[src/hw/mstr_cfg.svh]
`ifndef MSTR_CFG_SVH
`define MSTR_CFG_SVH
// ==================================================
// Register offsets (word index on the plain port)
`define MSTR_ADDR_CTRL      4'h0
`define MSTR_ADDR_CURRENT   4'h1
`define MSTR_ADDR_STEP      4'h2
`define MSTR_ADDR_STATUS    4'h3
`define MSTR_ADDR_POSITION  4'h4
// ==================================================
// Control register fields
`define MSTR_CTRL_BRIDGE_EN 0
`define MSTR_CTRL_DIR_INV   1
`define MSTR_CTRL_RH_INV    2
`define MSTR_CTRL_BOOST     3
`define MSTR_CTRL_SLEEP     4
// Current register fields: run [3:0], hold [7:4]
`define MSTR_CUR_RUN_LSB    0
`define MSTR_CUR_HOLD_LSB   4
// Step register fields: resolution [2:0], soft request bit 3, pin override bit 4
`define MSTR_STEP_RES_LSB   0
`define MSTR_STEP_SOFT      3
`define MSTR_STEP_USE_REG   4
// Status register fields
`define MSTR_ST_RH_PIN      0
`define MSTR_ST_DIR_PIN     1
`define MSTR_ST_BOOST_ACT   2
`define MSTR_ST_RUN_MODE    3
`define MSTR_ST_DIAG_OFF    4
// ==================================================
// Reset values
`define MSTR_RST_CTRL       8'h00
`define MSTR_RST_CURRENT    8'h00
`define MSTR_RST_STEP       8'h00
`define MSTR_RST_POSITION   7'h00
// ==================================================
// Timing: PWM period 50 us at 125 MHz
`define MSTR_CLK_MHZ        125
`define MSTR_PWM_PERIOD_US  50
`define MSTR_PWM_CYCLES     (`MSTR_PWM_PERIOD_US * `MSTR_CLK_MHZ)
// Peak currents in mA, unboosted and boosted
`define MSTR_IMAX_MA        800
`define MSTR_IBOOST_MA      1100
`endif

[src/hw/mstr_pkg.sv]
package mstr_pkg;
   typedef logic [3:0] mstr_level_t;
   typedef logic [2:0] mstr_res_t;
   typedef logic [6:0] mstr_pos_t;
   typedef logic [10:0] mstr_ma_t;
   typedef enum logic [1:0] {MSTR_IDLE, MSTR_PEND, MSTR_DONE} mstr_state_t;
endpackage

[src/hw/mstr_step_if.sv]
interface mstr_step_if;
   import mstr_pkg::*;
   logic      step;
   logic      dir_up;
   mstr_res_t res;
   mstr_pos_t pos;
   modport src (output step, output dir_up, output res, input pos);
   modport dst (input step, input dir_up, input res, output pos);
endinterface

[src/hw/mstr_translator.sv]
module mstr_translator (
   input wire logic i_clk_sys,
   input wire logic i_resetn,
   input wire logic i_ce,
   mstr_step_if.dst stp
);
   import mstr_pkg::*;
`include "mstr_cfg.svh"
   mstr_pos_t pos_r;
   mstr_pos_t pos_nxt;
   mstr_pos_t inc;

   // Increment per resolution; full step modes move a quarter turn
   function automatic mstr_pos_t step_size(input mstr_res_t r);
      case (r)
         3'h0:    step_size = 7'h01;
         3'h1:    step_size = 7'h02;
         3'h2:    step_size = 7'h04;
         3'h3:    step_size = 7'h08;
         3'h4:    step_size = 7'h10;
         default: step_size = 7'h20;
      endcase
   endfunction

   assign inc     = step_size(stp.res);
   assign pos_nxt = stp.dir_up ? pos_r + inc : pos_r - inc;
   assign stp.pos = pos_r;

   always_ff @(posedge i_clk_sys or negedge i_resetn) begin
      if (!i_resetn) begin
         pos_r <= `MSTR_RST_POSITION;
      end else if (i_ce && stp.step) begin
         pos_r <= pos_nxt;
      end
   end

   a_pos_moves: assert property (@(posedge i_clk_sys) disable iff (!i_resetn)
      i_ce && stp.step |=> pos_r != $past(pos_r))
      else $error("position did not move on step");
   a_pos_still: assert property (@(posedge i_clk_sys) disable iff (!i_resetn)
      !stp.step |=> $stable(pos_r))
      else $error("position moved without step");
endmodule

[src/hw/mstr_current_sel.sv]
module mstr_current_sel (
   input  wire logic             i_clk_sys,
   input  wire logic             i_resetn,
   input  wire logic             i_ce,
   input  wire logic             i_run,
   input  wire logic             i_boost,
   input  wire logic             i_pwm_start,
   input  wire mstr_pkg::mstr_level_t i_run_lvl,
   input  wire mstr_pkg::mstr_level_t i_hold_lvl,
   output logic                  o_zero_hold,
   output mstr_pkg::mstr_ma_t    o_target_ma
);
   import mstr_pkg::*;
`include "mstr_cfg.svh"
   mstr_ma_t tgt_r;
   mstr_ma_t tgt_nxt;
   mstr_ma_t base_ma;
   logic     zero_r;
   logic     zero_nxt;

   // run code table, hold is run shifted
   function automatic mstr_ma_t run_ma(input mstr_level_t c);
      case (c)
         4'h0: run_ma = 11'd59;   4'h1: run_ma = 11'd71;
         4'h2: run_ma = 11'd84;   4'h3: run_ma = 11'd100;
         4'h4: run_ma = 11'd119;  4'h5: run_ma = 11'd141;
         4'h6: run_ma = 11'd168;  4'h7: run_ma = 11'd200;
         4'h8: run_ma = 11'd238;  4'h9: run_ma = 11'd283;
         4'ha: run_ma = 11'd336;  4'hb: run_ma = 11'd400;
         4'hc: run_ma = 11'd476;  4'hd: run_ma = 11'd566;
         4'he: run_ma = 11'd673;  default: run_ma = 11'd800;
      endcase
   endfunction

   assign zero_nxt = !i_run && (i_hold_lvl == 4'h0);
   assign base_ma  = i_run ? run_ma(i_run_lvl) :
                     (zero_nxt ? 11'd0 : run_ma(i_hold_lvl - 4'h1));
   assign tgt_nxt  = i_boost ?
      11'((22'(base_ma) * 22'(`MSTR_IBOOST_MA) + 22'd400) / 22'(`MSTR_IMAX_MA)) : base_ma;
   assign o_zero_hold = zero_r;
   assign o_target_ma = tgt_r;

   always_ff @(posedge i_clk_sys or negedge i_resetn) begin
      if (!i_resetn) begin
         tgt_r  <= 11'h000;
         zero_r <= 1'b0;
      end else if (i_ce && i_pwm_start) begin
         tgt_r  <= tgt_nxt;
         zero_r <= zero_nxt;
      end
   end

   a_tgt_hold: assert property (@(posedge i_clk_sys) disable iff (!i_resetn)
      !i_pwm_start |=> $stable(tgt_r))
      else $error("target changed mid period");
endmodule

[src/hw/mstr_top.sv]
module mstr_top (
   input  wire logic         i_clk_sys,
   input  wire logic         i_resetn,
   input  wire logic         i_ce,
   input  wire logic         i_step_pulse_pin,
   input  wire logic         i_dir_pin,
   input  wire logic         i_run_hold_pin,
   input  wire logic         i_resolution_pin_lo,
   input  wire logic         i_resolution_pin_hi,
   input  wire logic         i_thermal_warning,
   input  wire logic [3:0]   i_addr,
   input  wire logic [7:0]   i_wdata,
   input  wire logic         i_wr,
   input  wire logic         i_rd,
   output logic [7:0]        o_rdata,
   output logic              o_bridge_drive,
   output logic              o_diag_enable,
   output logic              o_duty_zero,
   output logic [10:0]       o_target_ma,
   output logic [6:0]        o_translator_position
);
   import mstr_pkg::*;
`include "mstr_cfg.svh"

   // ==================================================
   // Pin synchronisers
   logic [4:0] sync1_r;
   logic [4:0] sync2_r;
   logic       step_prev_r;
   wire  [4:0] pins_raw = {i_thermal_warning, i_resolution_pin_hi, i_resolution_pin_lo,
                           i_run_hold_pin, i_dir_pin};

   always_ff @(posedge i_clk_sys or negedge i_resetn) begin
      if (!i_resetn) begin
         sync1_r <= 5'h00;
         sync2_r <= 5'h00;
      end else if (i_ce) begin
         sync1_r <= pins_raw;
         sync2_r <= sync1_r;
      end
   end

   logic step_s1_r;
   logic step_s2_r;
   always_ff @(posedge i_clk_sys or negedge i_resetn) begin
      if (!i_resetn) begin
         step_s1_r   <= 1'b0;
         step_s2_r   <= 1'b0;
         step_prev_r <= 1'b0;
      end else if (i_ce) begin
         step_s1_r   <= i_step_pulse_pin;
         step_s2_r   <= step_s1_r;
         step_prev_r <= step_s2_r;
      end
   end

   wire dir_pin_s  = sync2_r[0];
   wire rh_pin_s   = sync2_r[1];
   wire res_lo_s   = sync2_r[2];
   wire res_hi_s   = sync2_r[3];
   wire thermal_s  = sync2_r[4];
   wire pin_edge   = step_s2_r & ~step_prev_r;

   // ==================================================
   // Registers
   logic [7:0] ctrl_r;
   logic [7:0] cur_r;
   logic [7:0] step_r;
   wire wr_ctrl = i_wr && (i_addr == `MSTR_ADDR_CTRL);
   wire wr_cur  = i_wr && (i_addr == `MSTR_ADDR_CURRENT);
   wire wr_step = i_wr && (i_addr == `MSTR_ADDR_STEP);

   wire bridge_enable         = ctrl_r[`MSTR_CTRL_BRIDGE_EN];
   wire rotation_sense_invert = ctrl_r[`MSTR_CTRL_DIR_INV];
   wire run_hold_invert       = ctrl_r[`MSTR_CTRL_RH_INV];
   wire boost_req             = ctrl_r[`MSTR_CTRL_BOOST];
   wire sleep                 = ctrl_r[`MSTR_CTRL_SLEEP];
   wire soft_step_request     = step_r[`MSTR_STEP_SOFT];

   // ==================================================
   // Mode and trigger decode
   // run mode is pin xor invert
   // sleep forces no run, no stepping
   wire run_mode   = (rh_pin_s ^ run_hold_invert) & ~sleep;
   wire dir_up     = dir_pin_s ^ rotation_sense_invert;
   // trigger is edge or soft request
   // both in one cycle make one step
   wire trigger    = pin_edge | soft_step_request;
   // bridge enable not in step path
   wire step_go    = trigger & run_mode;
   // soft request clears once consumed
   // Only a taken step clears it, so a request parked in hold survives a pin edge
   wire soft_done  = soft_step_request & step_go;

   mstr_res_t res_used_r;
   wire mstr_res_t pin_res = {1'b0, res_hi_s, res_lo_s};
   wire mstr_res_t res_sel = step_r[`MSTR_STEP_USE_REG] ?
                             step_r[`MSTR_STEP_RES_LSB +: 3] : pin_res;

   always_ff @(posedge i_clk_sys or negedge i_resetn) begin
      if (!i_resetn) begin
         ctrl_r <= `MSTR_RST_CTRL;
         cur_r  <= `MSTR_RST_CURRENT;
      end else if (i_ce) begin
         if (wr_ctrl) ctrl_r <= i_wdata;
         if (wr_cur)  cur_r  <= i_wdata;
      end
   end

   // write lands before its own soft step
   always_ff @(posedge i_clk_sys or negedge i_resetn) begin
      if (!i_resetn) begin
         step_r <= `MSTR_RST_STEP;
      end else if (i_ce) begin
         if (wr_step)
            step_r <= i_wdata;
         else if (soft_done)
            step_r[`MSTR_STEP_SOFT] <= 1'b0;
      end
   end

   always_ff @(posedge i_clk_sys or negedge i_resetn) begin
      if (!i_resetn) begin
         res_used_r <= 3'h0;
      end else if (i_ce && trigger) begin
         res_used_r <= res_sel;
      end
   end

   // ==================================================
   // Step execution: one cycle after trigger so settings are latched
   logic step_go_r;
   logic dir_up_r;
   always_ff @(posedge i_clk_sys or negedge i_resetn) begin
      if (!i_resetn) begin
         step_go_r <= 1'b0;
         dir_up_r  <= 1'b0;
      end else if (i_ce) begin
         step_go_r <= step_go;
         dir_up_r  <= dir_up;
      end
   end

   mstr_step_if stp ();
   assign stp.step   = step_go_r & i_ce;
   assign stp.dir_up = dir_up_r;
   assign stp.res    = res_used_r;

   mstr_translator u_translator (
      .i_clk_sys (i_clk_sys),
      .i_resetn  (i_resetn),
      .i_ce      (i_ce),
      .stp       (stp)
   );

   // ==================================================
   // PWM period tick
   logic [15:0] pwm_cnt_r;
   wire pwm_start = (pwm_cnt_r == 16'h0000);
   always_ff @(posedge i_clk_sys or negedge i_resetn) begin
      if (!i_resetn) begin
         pwm_cnt_r <= 16'h0000;
      end else if (i_ce) begin
         pwm_cnt_r <= pwm_start ? 16'(`MSTR_PWM_CYCLES - 1) : pwm_cnt_r - 16'h0001;
      end
   end

   wire boost_act = boost_req & ~thermal_s;
   logic        zero_hold;
   mstr_ma_t    target_ma;

   mstr_current_sel u_current (
      .i_clk_sys   (i_clk_sys),
      .i_resetn    (i_resetn),
      .i_ce        (i_ce),
      .i_run       (run_mode),
      .i_boost     (boost_act),
      .i_pwm_start (pwm_start),
      .i_run_lvl   (cur_r[`MSTR_CUR_RUN_LSB +: 4]),
      .i_hold_lvl  (cur_r[`MSTR_CUR_HOLD_LSB +: 4]),
      .o_zero_hold (zero_hold),
      .o_target_ma (target_ma)
   );

   // ==================================================
   // Outputs and read port
   wire [7:0] status = {3'h0, zero_hold, run_mode, boost_act, dir_pin_s, rh_pin_s};
   wire [7:0] rd_mux = (i_addr == `MSTR_ADDR_CTRL)     ? ctrl_r :
                       (i_addr == `MSTR_ADDR_CURRENT)  ? cur_r  :
                       (i_addr == `MSTR_ADDR_STEP)     ? step_r :
                       (i_addr == `MSTR_ADDR_STATUS)   ? status :
                       (i_addr == `MSTR_ADDR_POSITION) ? {1'b0, stp.pos} : 8'h00;

   always_ff @(posedge i_clk_sys or negedge i_resetn) begin
      if (!i_resetn) begin
         o_rdata               <= 8'h00;
         o_bridge_drive        <= 1'b0;
         o_diag_enable         <= 1'b0;
         o_duty_zero           <= 1'b1;
         o_target_ma           <= 11'h000;
         o_translator_position <= 7'h00;
      end else if (i_ce) begin
         o_rdata               <= i_rd ? rd_mux : 8'h00;
         // bridges only when enabled and awake
         o_bridge_drive        <= bridge_enable & ~sleep;
         o_diag_enable         <= bridge_enable & ~sleep & ~zero_hold;
         o_duty_zero           <= ~bridge_enable | sleep | zero_hold;
         o_target_ma           <= target_ma;
         o_translator_position <= stp.pos;
      end
   end

   // ==================================================
   a_soft_clear: assert property (@(posedge i_clk_sys) disable iff (!i_resetn)
      i_ce && soft_step_request && run_mode && !wr_step |=> !soft_step_request)
      else $error("soft request not cleared");
   a_hold_no_step: assert property (@(posedge i_clk_sys) disable iff (!i_resetn)
      i_ce && !run_mode |=> !step_go_r)
      else $error("step taken in hold");
   a_one_per_edge: assert property (@(posedge i_clk_sys) disable iff (!i_resetn)
      pin_edge && i_ce |=> !pin_edge)
      else $error("double edge");
   a_boost_thermal: assert property (@(posedge i_clk_sys) disable iff (!i_resetn)
      thermal_s |-> !boost_act)
      else $error("boost during thermal warning");
   a_res_latched: assert property (@(posedge i_clk_sys) disable iff (!i_resetn)
      i_ce && !trigger |=> $stable(res_used_r))
      else $error("resolution changed without trigger");
   a_bridge_off: assert property (@(posedge i_clk_sys) disable iff (!i_resetn)
      i_ce && !bridge_enable |=> !o_bridge_drive)
      else $error("bridge driven while disabled");
   a_sleep_still: assert property (@(posedge i_clk_sys) disable iff (!i_resetn)
      sleep |-> !step_go)
      else $error("step in sleep");
   a_pos_out: assert property (@(posedge i_clk_sys) disable iff (!i_resetn)
      i_ce |=> o_translator_position == $past(stp.pos))
      else $error("position output stale");
   c_pin_step: cover property (@(posedge i_clk_sys) pin_edge && run_mode ##2 stp.step);
   c_soft_step: cover property (@(posedge i_clk_sys) wr_step && i_wdata[`MSTR_STEP_SOFT]
      ##[1:3] step_go_r);
   c_hold_trig: cover property (@(posedge i_clk_sys) trigger && !run_mode);
endmodule

[config.mk]
export PLATFORM = sky130hd
export DESIGN_NAME = mstr_top
export DESIGN_NICKNAME = d
export VERILOG_FILES = /design/src/hw/mstr_pkg.sv /design/src/hw/mstr_step_if.sv /design/src/hw/mstr_translator.sv /design/src/hw/mstr_current_sel.sv /design/src/hw/mstr_top.sv
export VERILOG_INCLUDE_DIRS = /design/src /design/src/hw
export SDC_FILE = /design/constraint.sdc
export NUM_CORES = 1
export LEC_CHECK = 0
export BUFFER_PORTS_ARGS = -buffer_cell sky130_fd_sc_hd__buf_2
export CORE_ASPECT_RATIO = 1.2
export CORE_MARGIN = 1.5
export CORE_UTILIZATION = 64
export CTS_BUF_LIST = sky130_fd_sc_hd__clkbuf_16
export DETAILED_ROUTE_END_ITERATION = 8
export MAX_ROUTING_LAYER = met4
export PLACE_DENSITY = 0.81
export SLEW_MARGIN = 20
export SYNTH_ARGS = -nofsm -noshare
export SYNTH_HDL_FRONTEND = slang
export SYNTH_HIERARCHICAL = 1
export SYNTH_SLANG_ARGS = --single-unit
[constraint.sdc]
create_clock -name i_clk_sys -period 17 [get_ports i_clk_sys]
set_input_delay 3.4 -clock i_clk_sys [delete_from_list [all_inputs] [get_ports i_clk_sys]]
set_output_delay 3.4 -clock i_clk_sys [all_outputs]
set_load 0.05 [all_outputs]
==> results.yml, run 1 <==
floorplan:
  pin_count: 52
  die_x_um: 130
  row_count: 55
  start_util_pct: 65.6
  fp.dieArea_um2: 20200
  core-area_um2: 18900
  die_y_um: 156
synthesis:
  synth_area_per_cell_um2: 8.32
  synthXorXnorAreaFrac_pct: 6.96
  synth_top_family_by_area: "compound AO/OA/AOI/OAI gates"
  synth_seq_cells: 106
  yosysSeqAreaShare_pct: 21.4
  syn_inst: 1491
  yosysUniqueCellTypes: 134
  synthAdderAreaFrac_pct: 9.41
  ys.flop_type: "dfrtp_1"
  yosysWarningCount: 6
  synth-compound-area-share_pct: 26.7
  synth.area.mux_share_pct: 7.37
  synthesis.nets: 1599
  netlist_area_um2: 12400
  synth_edf_count: 0
  synthArstFlopShare_pct: 100
  synthSimpleGateAreaFrac_pct: 23.5
clocking:
  post_cts_buffers: 0
  cts_tree: "built"
  cts.path.max_buffers: 2
  numClockSinks: 106
  root_buffer: "clkbuf_16"
  htreeDepth: 3
  clk_latency_ns: 0.35
  cts_made_buffers: 9
  path_clk_slew_ns: 0.08
  ctsResizeCount: 0
  cts_hold_buf: 0
place:
  pre_cts_ws_ns: 0.770
  gp_congestion: 0.955
  dp.cells: 1751
  hpwl_um: 25600
  port_buffers: 51
cells_and_area:
  final_layout_size_suffix_gt1_share_pct: 16.5
  final_util_pct: 69.6
  layout_commonest_cell: "nor2_1"
  antennaDiodeCount: 0
  area.growth.synth_to_final_pct: 6.13
  fillerInstances: 1483
  layout_common_cells: "nor2_1 (131), nand2_1 (122), dfrtp_1 (105)"
  nets: 1614
  instances_no_fill: 1767
drt:
  firstDrtPassIters: 5
  post-route-drc-count: 0
  detail_route.wl_per_cell_um: 19.0
  dr_total_vias: 11800
  wirelength_um: 33600
  antenna_left: 0
  viasPerCell: 6.66
  drt_iter0_drc: 913
setup_path:
  worstReg2RegStart: "cur_r[4]"
  path_common_cell: "ha_1"
  crit_fanout: 13
  max_stage_delay_ns: 0.70
  cpMaxStageDelayCell: "nor4b_2"
  crit_type: "flip-flop to flip-flop"
  critPathLaunchType: "flip-flop"
  startpoint: "cur_r[4]"
  worstPathArrival_ns: 16.21
  end_kind: "flip-flop"
  required_ns: 17.23
global_routing:
  grt_usage_pct: 34.3
  grt_pass1_wl_um: 54600
  grt_max_degree: 82
  antenna_found_initial: 0
  overflow: 0
  grt_pass1_vias: 11200
timing:
  period_share_pct: 94.0
  setup_viol: 0
  worst_pin_slew_ns: 1.12
  setup_ws_ns: 1.03
  fmax_ghz: 0.0626
  totalNegativeSetupSlack_ns: 0
  slew_headroom_pct: 24.9
  hold_viol_final: 0
  slew_violations: 0
  fin_crit_ns: 15.97
  fin_skew_ns: 0.0127
run_status:
  run_status: "finished clean"
worst_hold_path:
  min_from: "u_current/o_target_ma[4]"
  hp-class: "flip-flop to flip-flop"
job:
  max_cap_violations: 0
synth_stat cells (6+ instances only):
cell type	count	area, um2
a22oi_1	15	113
or2_1	12	75.1
xor2_1	24	210
a211oi_1	17	128
ha_1	74	926
or3_1	13	81.3
buf_2	22	110
nand3b_1	7	52.6
o21ai_0	92	460
nor2b_1	17	106
o22ai_1	15	93.8
o211ai_1	23	173
mux2i_1	21	210
xnor2_1	64	561
nand2_1	122	458
inv_1	69	259
nand3_1	54	270
and3_1	22	138
a21oi_1	65	325
a31oi_1	12	75.1
clkbuf_1	27	101
nor2_1	132	495
mux2_2	60	676
nor4_1	13	81.3
a211o_1	10	87.6
a21o_1	20	150
o31ai_1	8	60.1
and2_1	25	156
dfrtp_1	105	2630
o32ai_1	6	52.6
o21a_1	14	105
fa_1	11	220
nand4_1	19	119
a21oi_2	7	61.3
o21ai_1	17	85.1
nand2b_1	12	75.1
nor3_1	41	205
final timing paths:
| kind | to | slack, ns | cells past startpoint |
|---|---|---|---|
| max | u_current/o_target_ma[0] | 1.03 | 53 |
| min | u_current/o_target_ma[4] | 0.49 | 2 |
| max reg2reg | u_current/o_target_ma[0] | 1.03 | 53 |
| min reg2reg | u_current/o_target_ma[4] | 0.49 | 2 |
| max in group asynchronous | step_r[3] | 13.03 | 2 |
| min in group asynchronous | pwm_cnt_r[15] | 2.94 | 1 |
per-layer routing:
metal  vias up  track usage (%)  wire length [um]
met5         -                -                 0
met4         0             16.4              1580
met3       126             4.29              1840
met2       446             58.8             16700
met1      5636             39.3             13500
li1       5559                -                 -
flip-flops by register name (all words and copies together), names as in the netlist, 3 cells and up:
name / count
o_rdata: 8
step_r: 8
ctrl_r: 8
o_translator_position: 7
o_target_ma: 11
cur_r: 8
pwm_cnt_r: 16
u_translator/stp.pos: 7
sync2_r: 5
res_used_r: 3
u_current/o_target_ma: 11
sync1_r: 5
critical path, delay by kind of cell, from the launching register on:
family / cells / cell delay (ns)
buffers and inverters: 2 / 0.28
AOI/OAI and AO/OA: 24 / 6.58
adders and majority gates: 8 / 2.57
DFF: 1 / 0.56
xor gates and xnor gates: 3 / 0.72
muxes: 2 / 0.74
and+or+nand+nor: 14 / 4.38
area by class of cell:
cell class / count / area, um2 / area share [%]
timing repair buffer: 66 / 374 / 2.84
tap: 256 / 320 / 2.43
clock buffer: 9 / 225 / 1.71
inverter: 70 / 263 / 2.00
clock inverter: 7 / 86.3 / 0.656
multi-input combinational: 1253 / 9250 / 70.2
sequential: 106 / 2650 / 20.2
stage by stage:
step	instance area [um2]	hold slack, ns
2_1_floorplan	12400	0.444
3_3_place_gp	12800	0.456
3_5_place_dp	12800	0.476
4_1_cts	13100	0.498
5_1_grt	13200	0.515
6_report	13200	0.494
kinds of logic after synthesis:
family / Yosys count
multiplexers: 83
flip-flops: 106
AND/OR/NAND/NOR: 548
XOR/XNOR: 93
buffers and inverters: 132
adder cells (fa/ha/maj): 87
AO/OA/AOI/OAI: 442
Power of run 1 is left out: the tool's default activity adds up to more than one toggle a clock period on the data nets, which glitch-free logic cannot reach.
==> inputs of run 2 (changes only) <==
CORE_MARGIN = unset   (was 1.5)
==> run 2 against run 1 <==
Compared with the run above: critical path depth down 2; via count fell by 1.2%; clock-buffer cell count unchanged; clock skew down 0.0043 ns; setup slack worse by 0.12 ns; global-route usage rose by 0.26 points; non-clock buffer count grew 2; design area hardly changed.
==> results.yml, run 2 (same netlist as run 1, synthesis figures left out) <==
run_status:
  run_status: "finished clean"
cells_and_area:
  largest_register_ffs: 16
  fillerInstances: 1522
  top_regs: "pwm_cnt_r: 16 flops, o_target_ma: 11 flops, u_current/o_target_ma: 11 flops"
  layout_common_cells: "nor2_1 (132), nand2_1 (122), dfrtp_1 (105)"
  layout_commonest_cell: "nor2_1"
  instances_no_fill: 1769
  final_layout_size_suffix_gt1_share_pct: 16.5
  antennaDiodeCount: 0
  nets: 1616
  final_util_pct: 69.6
  area.growth.synth_to_final_pct: 6.09
  largest_register: "pwm_cnt_r"
timing:
  fin_crit_ns: 16.09
  hold_viol_final: 0
  rsz0062_at_grt: "false"
  totalNegativeSetupSlack_ns: 0
  period_share_pct: 94.6
  worst_pin_slew_ns: 1.08
  setup_viol: 0
  slew_headroom_pct: 27.3
  fin_skew_ns: 0.00837
  fmax_ghz: 0.0622
  slew_violations: 0
  setup_ws_ns: 0.912
setup_path:
  crit_fanout: 13
  worstPathArrival_ns: 16.32
  cpMaxStageDelayCell: "or4_1"
  critPathLaunchType: "flip-flop"
  crit_type: "flip-flop to flip-flop"
  path_common_cell: "inv_1"
  required_ns: 17.23
  max_stage_delay_ns: 0.73
  end_kind: "flip-flop"
drt:
  dr_total_vias: 11600
  antenna_left: 0
  viasPerCell: 6.57
  detail_route.wl_per_cell_um: 18.7
  wirelength_um: 33100
  post-route-drc-count: 0
  firstDrtPassIters: 6
  drt_iter0_drc: 938
floorplan:
  die_x_um: 129
  start_util_pct: 65.6
  die_y_um: 155
  core-area_um2: 18900
  fp.dieArea_um2: 20000
  row_count: 55
  pin_count: 52
global_routing:
  grt_pass1_wl_um: 53800
  grt_usage_pct: 34.5
  grt_pass1_vias: 11200
  antenna_found_initial: 0
  grt_max_degree: 73
  overflow: 0
clocking:
  numClockSinks: 106
  root_buffer: "clkbuf_16"
  clk_latency_ns: 0.35
  path_clk_slew_ns: 0.07
  htreeDepth: 3
  cts_made_buffers: 9
  cts_tree: "built"
  cts.path.max_buffers: 2
place:
  hpwl_um: 25600
  port_buffers: 51
  gp_congestion: 0.978
  pre_cts_ws_ns: 1.08
  dp.cells: 1753
job:
  max_cap_violations: 0
worst_hold_path:
  hp-class: "flip-flop to flip-flop"
==> run 2: critical path, delay by kind of cell, from the launching register on <==
family,cells,cell delay [ns]
compound gates,26,6.61
simple gates,9,3.83
fa+ha+maj,5,2.06
mux,4,1.60
xor+xnor,3,0.78
flops,1,0.57
buf+inv,4,0.52
==> run 2: through the flow <==
step	area (um2)	hold slack, ns
global route	13200	0.517
finish	13200	0.479
global placement	12800	0.459
CTS	13100	0.484
floorplan	12400	0.444
detailed placement	12800	0.466
==> run 2: cell type report <==
cell class / count / area (um2) / share of cell area [%]
multi-input cells: 1253 / 9230 / 70.1
flip-flops and latches: 106 / 2650 / 20.2
repair buffers: 68 / 385 / 2.93
well taps: 256 / 320 / 2.43
inverters: 70 / 263 / 2.00
clock buffers: 9 / 225 / 1.71
clock inverters: 7 / 87.6 / 0.665
==> run 2: routing by layer <==
layer | part of all wire, % | track usage [%]
met5 | 0 | -
met4 | 4.2 | 16.7
met3 | 5.1 | 4.08
met2 | 50 | 60.7
met1 | 40 | 38.5
==> run 2: worst paths after layout <==
kind                                          startpoint                        to  slack (ns)  depth (start not counted)
max in group asynchronous                       i_resetn                  cur_r[3]       12.76                          2
min in group asynchronous                       i_resetn            o_target_ma[5]        2.98                          1
worst min register to register  u_current/o_target_ma[6]  u_current/o_target_ma[6]        0.48                          2
worst max register to register                  cur_r[4]  u_current/o_target_ma[0]        0.91                         51
worst max-delay path                            cur_r[4]  u_current/o_target_ma[0]        0.91                         51
worst min-delay path            u_current/o_target_ma[6]  u_current/o_target_ma[6]        0.48                          2
==> run 2: what timing repair did <==
action	in CTS	in global routing
resized for setup	0	10
setup buffers	0	0
setup endpoints to repair	0	2
endpoints found under the hold margin	0	0
hold buffers	0	0
Power of run 2 is left out for the same reason.
==> inputs of run 3 (changes only) <==
ABC_AREA = 1   (was unset)
MAX_ROUTING_LAYER = unset   (was met4)
REMOVE_ABC_BUFFERS = 1   (was unset)
==> run 3 against run 2 <==
Compared with the run above: critical path depth is 43 higher; synthesized area rose by 0.77%; via count is 8.0% higher; core utilization shrank 0.13 points; highest routed layer unchanged.
==> results.yml, run 3 <==
run_status:
  run_status: "finished clean"
floorplan:
  die_x_um: 130
  row_count: 55
  pin_count: 52
  start_util_pct: 65.8
  fp.dieArea_um2: 20100
  die_y_um: 155
  core-area_um2: 19000
timing:
  slew_violations: 0
  slew_headroom_pct: 41.9
  hold_viol_final: 0
  totalNegativeSetupSlack_ns: 0
  fin_crit_ns: 14.00
  rsz0062_at_grt: "false"
  setup_viol: 0
  period_share_pct: 82.4
  fmax_ghz: 0.0714
  worst_pin_slew_ns: 0.863
  fin_skew_ns: 0.0120
global_routing:
  grt_pass1_wl_um: 53300
  grt_pass1_vias: 11700
  grt_max_degree: 65
  grt_usage_pct: 32.6
  overflow: 0
  antenna_found_initial: 0
cells_and_area:
  layout_commonest_cell: "nand2_1"
  fin_area_um2: 13200
  instances_no_fill: 2297
  layout_common_cells: "nand2_1 (698), inv_1 (235), nand3_1 (214)"
  largest_register_ffs: 16
  largest_register: "pwm_cnt_r"
  final_layout_size_suffix_gt1_share_pct: 14.8
  antennaDiodeCount: 0
  fillerInstances: 1763
  nets: 2144
  top_regs: "pwm_cnt_r: 16 flops, o_target_ma: 11 flops, u_current/o_target_ma: 11 flops"
  area.growth.synth_to_final_pct: 5.47
drt:
  firstDrtPassIters: 6
  viasPerCell: 5.46
  antenna_left: 0
  detail_route.wl_per_cell_um: 13.8
  post-route-drc-count: 0
  drt_iter0_drc: 694
  dr_total_vias: 12600
  wirelength_um: 31600
clocking:
  numClockSinks: 106
  root_buffer: "clkbuf_16"
  cts.path.max_buffers: 2
  cts_tree: "built"
  cts_made_buffers: 9
  htreeDepth: 3
  ctsResizeCount: 0
  clk_latency_ns: 0.36
  cts_hold_buf: 0
  path_clk_slew_ns: 0.08
  post_cts_buffers: 0
place:
  placed_cell_area_um2: 12900
  gp_congestion: 0.949
  hpwl_um: 25100
  dp.cells: 2281
  port_buffers: 51
synthesis:
  yosys.area.top_type: "dfrtp_1"
  synth_common_cells: "nand2_1 (698), inv_1 (234), nand3_1 (214)"
  yosysUniqueCellTypes: 53
  synth_edf_count: 0
  synth_area_per_cell_um2: 6.25
  synth_most_common_cell: "nand2_1"
  synthArstFlopShare_pct: 100
  yosysSeqAreaShare_pct: 21.2
  synth.area.top_cells: "dfrtp_1 (21%), nand2_1 (21%), nand3_1 (8.6%)"
  syn_inst: 2000
  yosysWarningCount: 6
  synth_seq_cells: 106
  ys.flop_type: "dfrtp_1"
  netlist_area_um2: 12500
  yosysTopAreaCellShare_pct: 21.0
setup_path:
  startpoint: "cur_r[5]"
  crit_fanout: 17
  worstReg2RegStart: "cur_r[5]"
  required_ns: 17.25
  crit_type: "flip-flop to flip-flop"
  max_stage_delay_ns: 0.57
  cpMaxStageDelayCell: "xor2_1"
  critPathLaunchType: "flip-flop"
  worstPathArrival_ns: 14.25
  end_kind: "flip-flop"
  path_common_cell: "nand2_1"
worst_hold_path:
  min_from: "o_translator_position[0]"
  hp-class: "flip-flop to flip-flop"
job:
  max_cap_violations: 0
[run 3: layer usage]
| layer | part of all wire [%] | GRT usage, % | wire length (um) |
|---|---|---|---|
| met5 | 0 | 0 | 0 |
| met4 | 3.6 | 13.2 | 1140 |
| met3 | 4.4 | 3.71 | 1410 |
| met2 | 50 | 58.8 | 15700 |
| met1 | 42 | 38.9 | 13400 |
[run 3: path summary, 6_finish.rpt]
path                                       endpoint  slack (ns)  cells after the start
setup / recovery           u_current/o_target_ma[0]        3.00                     94
hold / removal             o_translator_position[0]        0.47                      2
setup reg to reg           u_current/o_target_ma[0]        3.00                     94
hold reg to reg            o_translator_position[0]        0.47                      2
max in group asynchronous            o_target_ma[5]       12.79                      2
min in group asynchronous                o_rdata[7]        3.01                      1
[run 3: cell type report]
cell class	instances	area (um2)	area share (%)
clock buffer	9	225	1.71
clock inverter	7	87.6	0.664
inverter	277	1050	7.95
multi-input combinational	1584	8540	64.8
sequential	106	2650	20.1
tap	256	320	2.43
timing repair buffer	58	310	2.35
[run 3: cells by family (layout without fill, tap and decap cells)]
| logic type | Yosys count | count (layout) | share of synthesized area (%) |
|---|---|---|---|
| flops | 106 | 106 | 21.2 |
| fa+ha+maj | 85 | 85 | 9.17 |
| buf+inv | 310 | 351 | 10.5 |
| compound gates | 180 | 180 | 8.44 |
| xor+xnor | 48 | 48 | 3.54 |
| simple gates | 1271 | 1271 | 47.2 |
[run 3: critical path, delay by kind of cell (launching register included)]
family                   cells  cell delay, ns
AO/OA/AOI/OAI                2            0.64
AND/OR/NAND/NOR             74            8.66
XOR/XNOR                     2            0.89
flip-flops                   1            0.45
buffers and inverters       11            1.22
adder cells (fa/ha/maj)      5            1.98
[run 3: stage by stage]
step | setup WS (ns) | hold slack, ns | util [%]
final | 3.00 | 0.469 | 69.4
after global routing | 1.40 | 0.495 | 69.4
after CTS | 3.10 | 0.471 | 69.4
after detailed placement | 3.18 | 0.453 | 67.8
after global placement | 3.47 | 0.448 | 67.8
after floorplan | 4.98 | 0.442 | -
Power of run 3 is left out for the same reason.
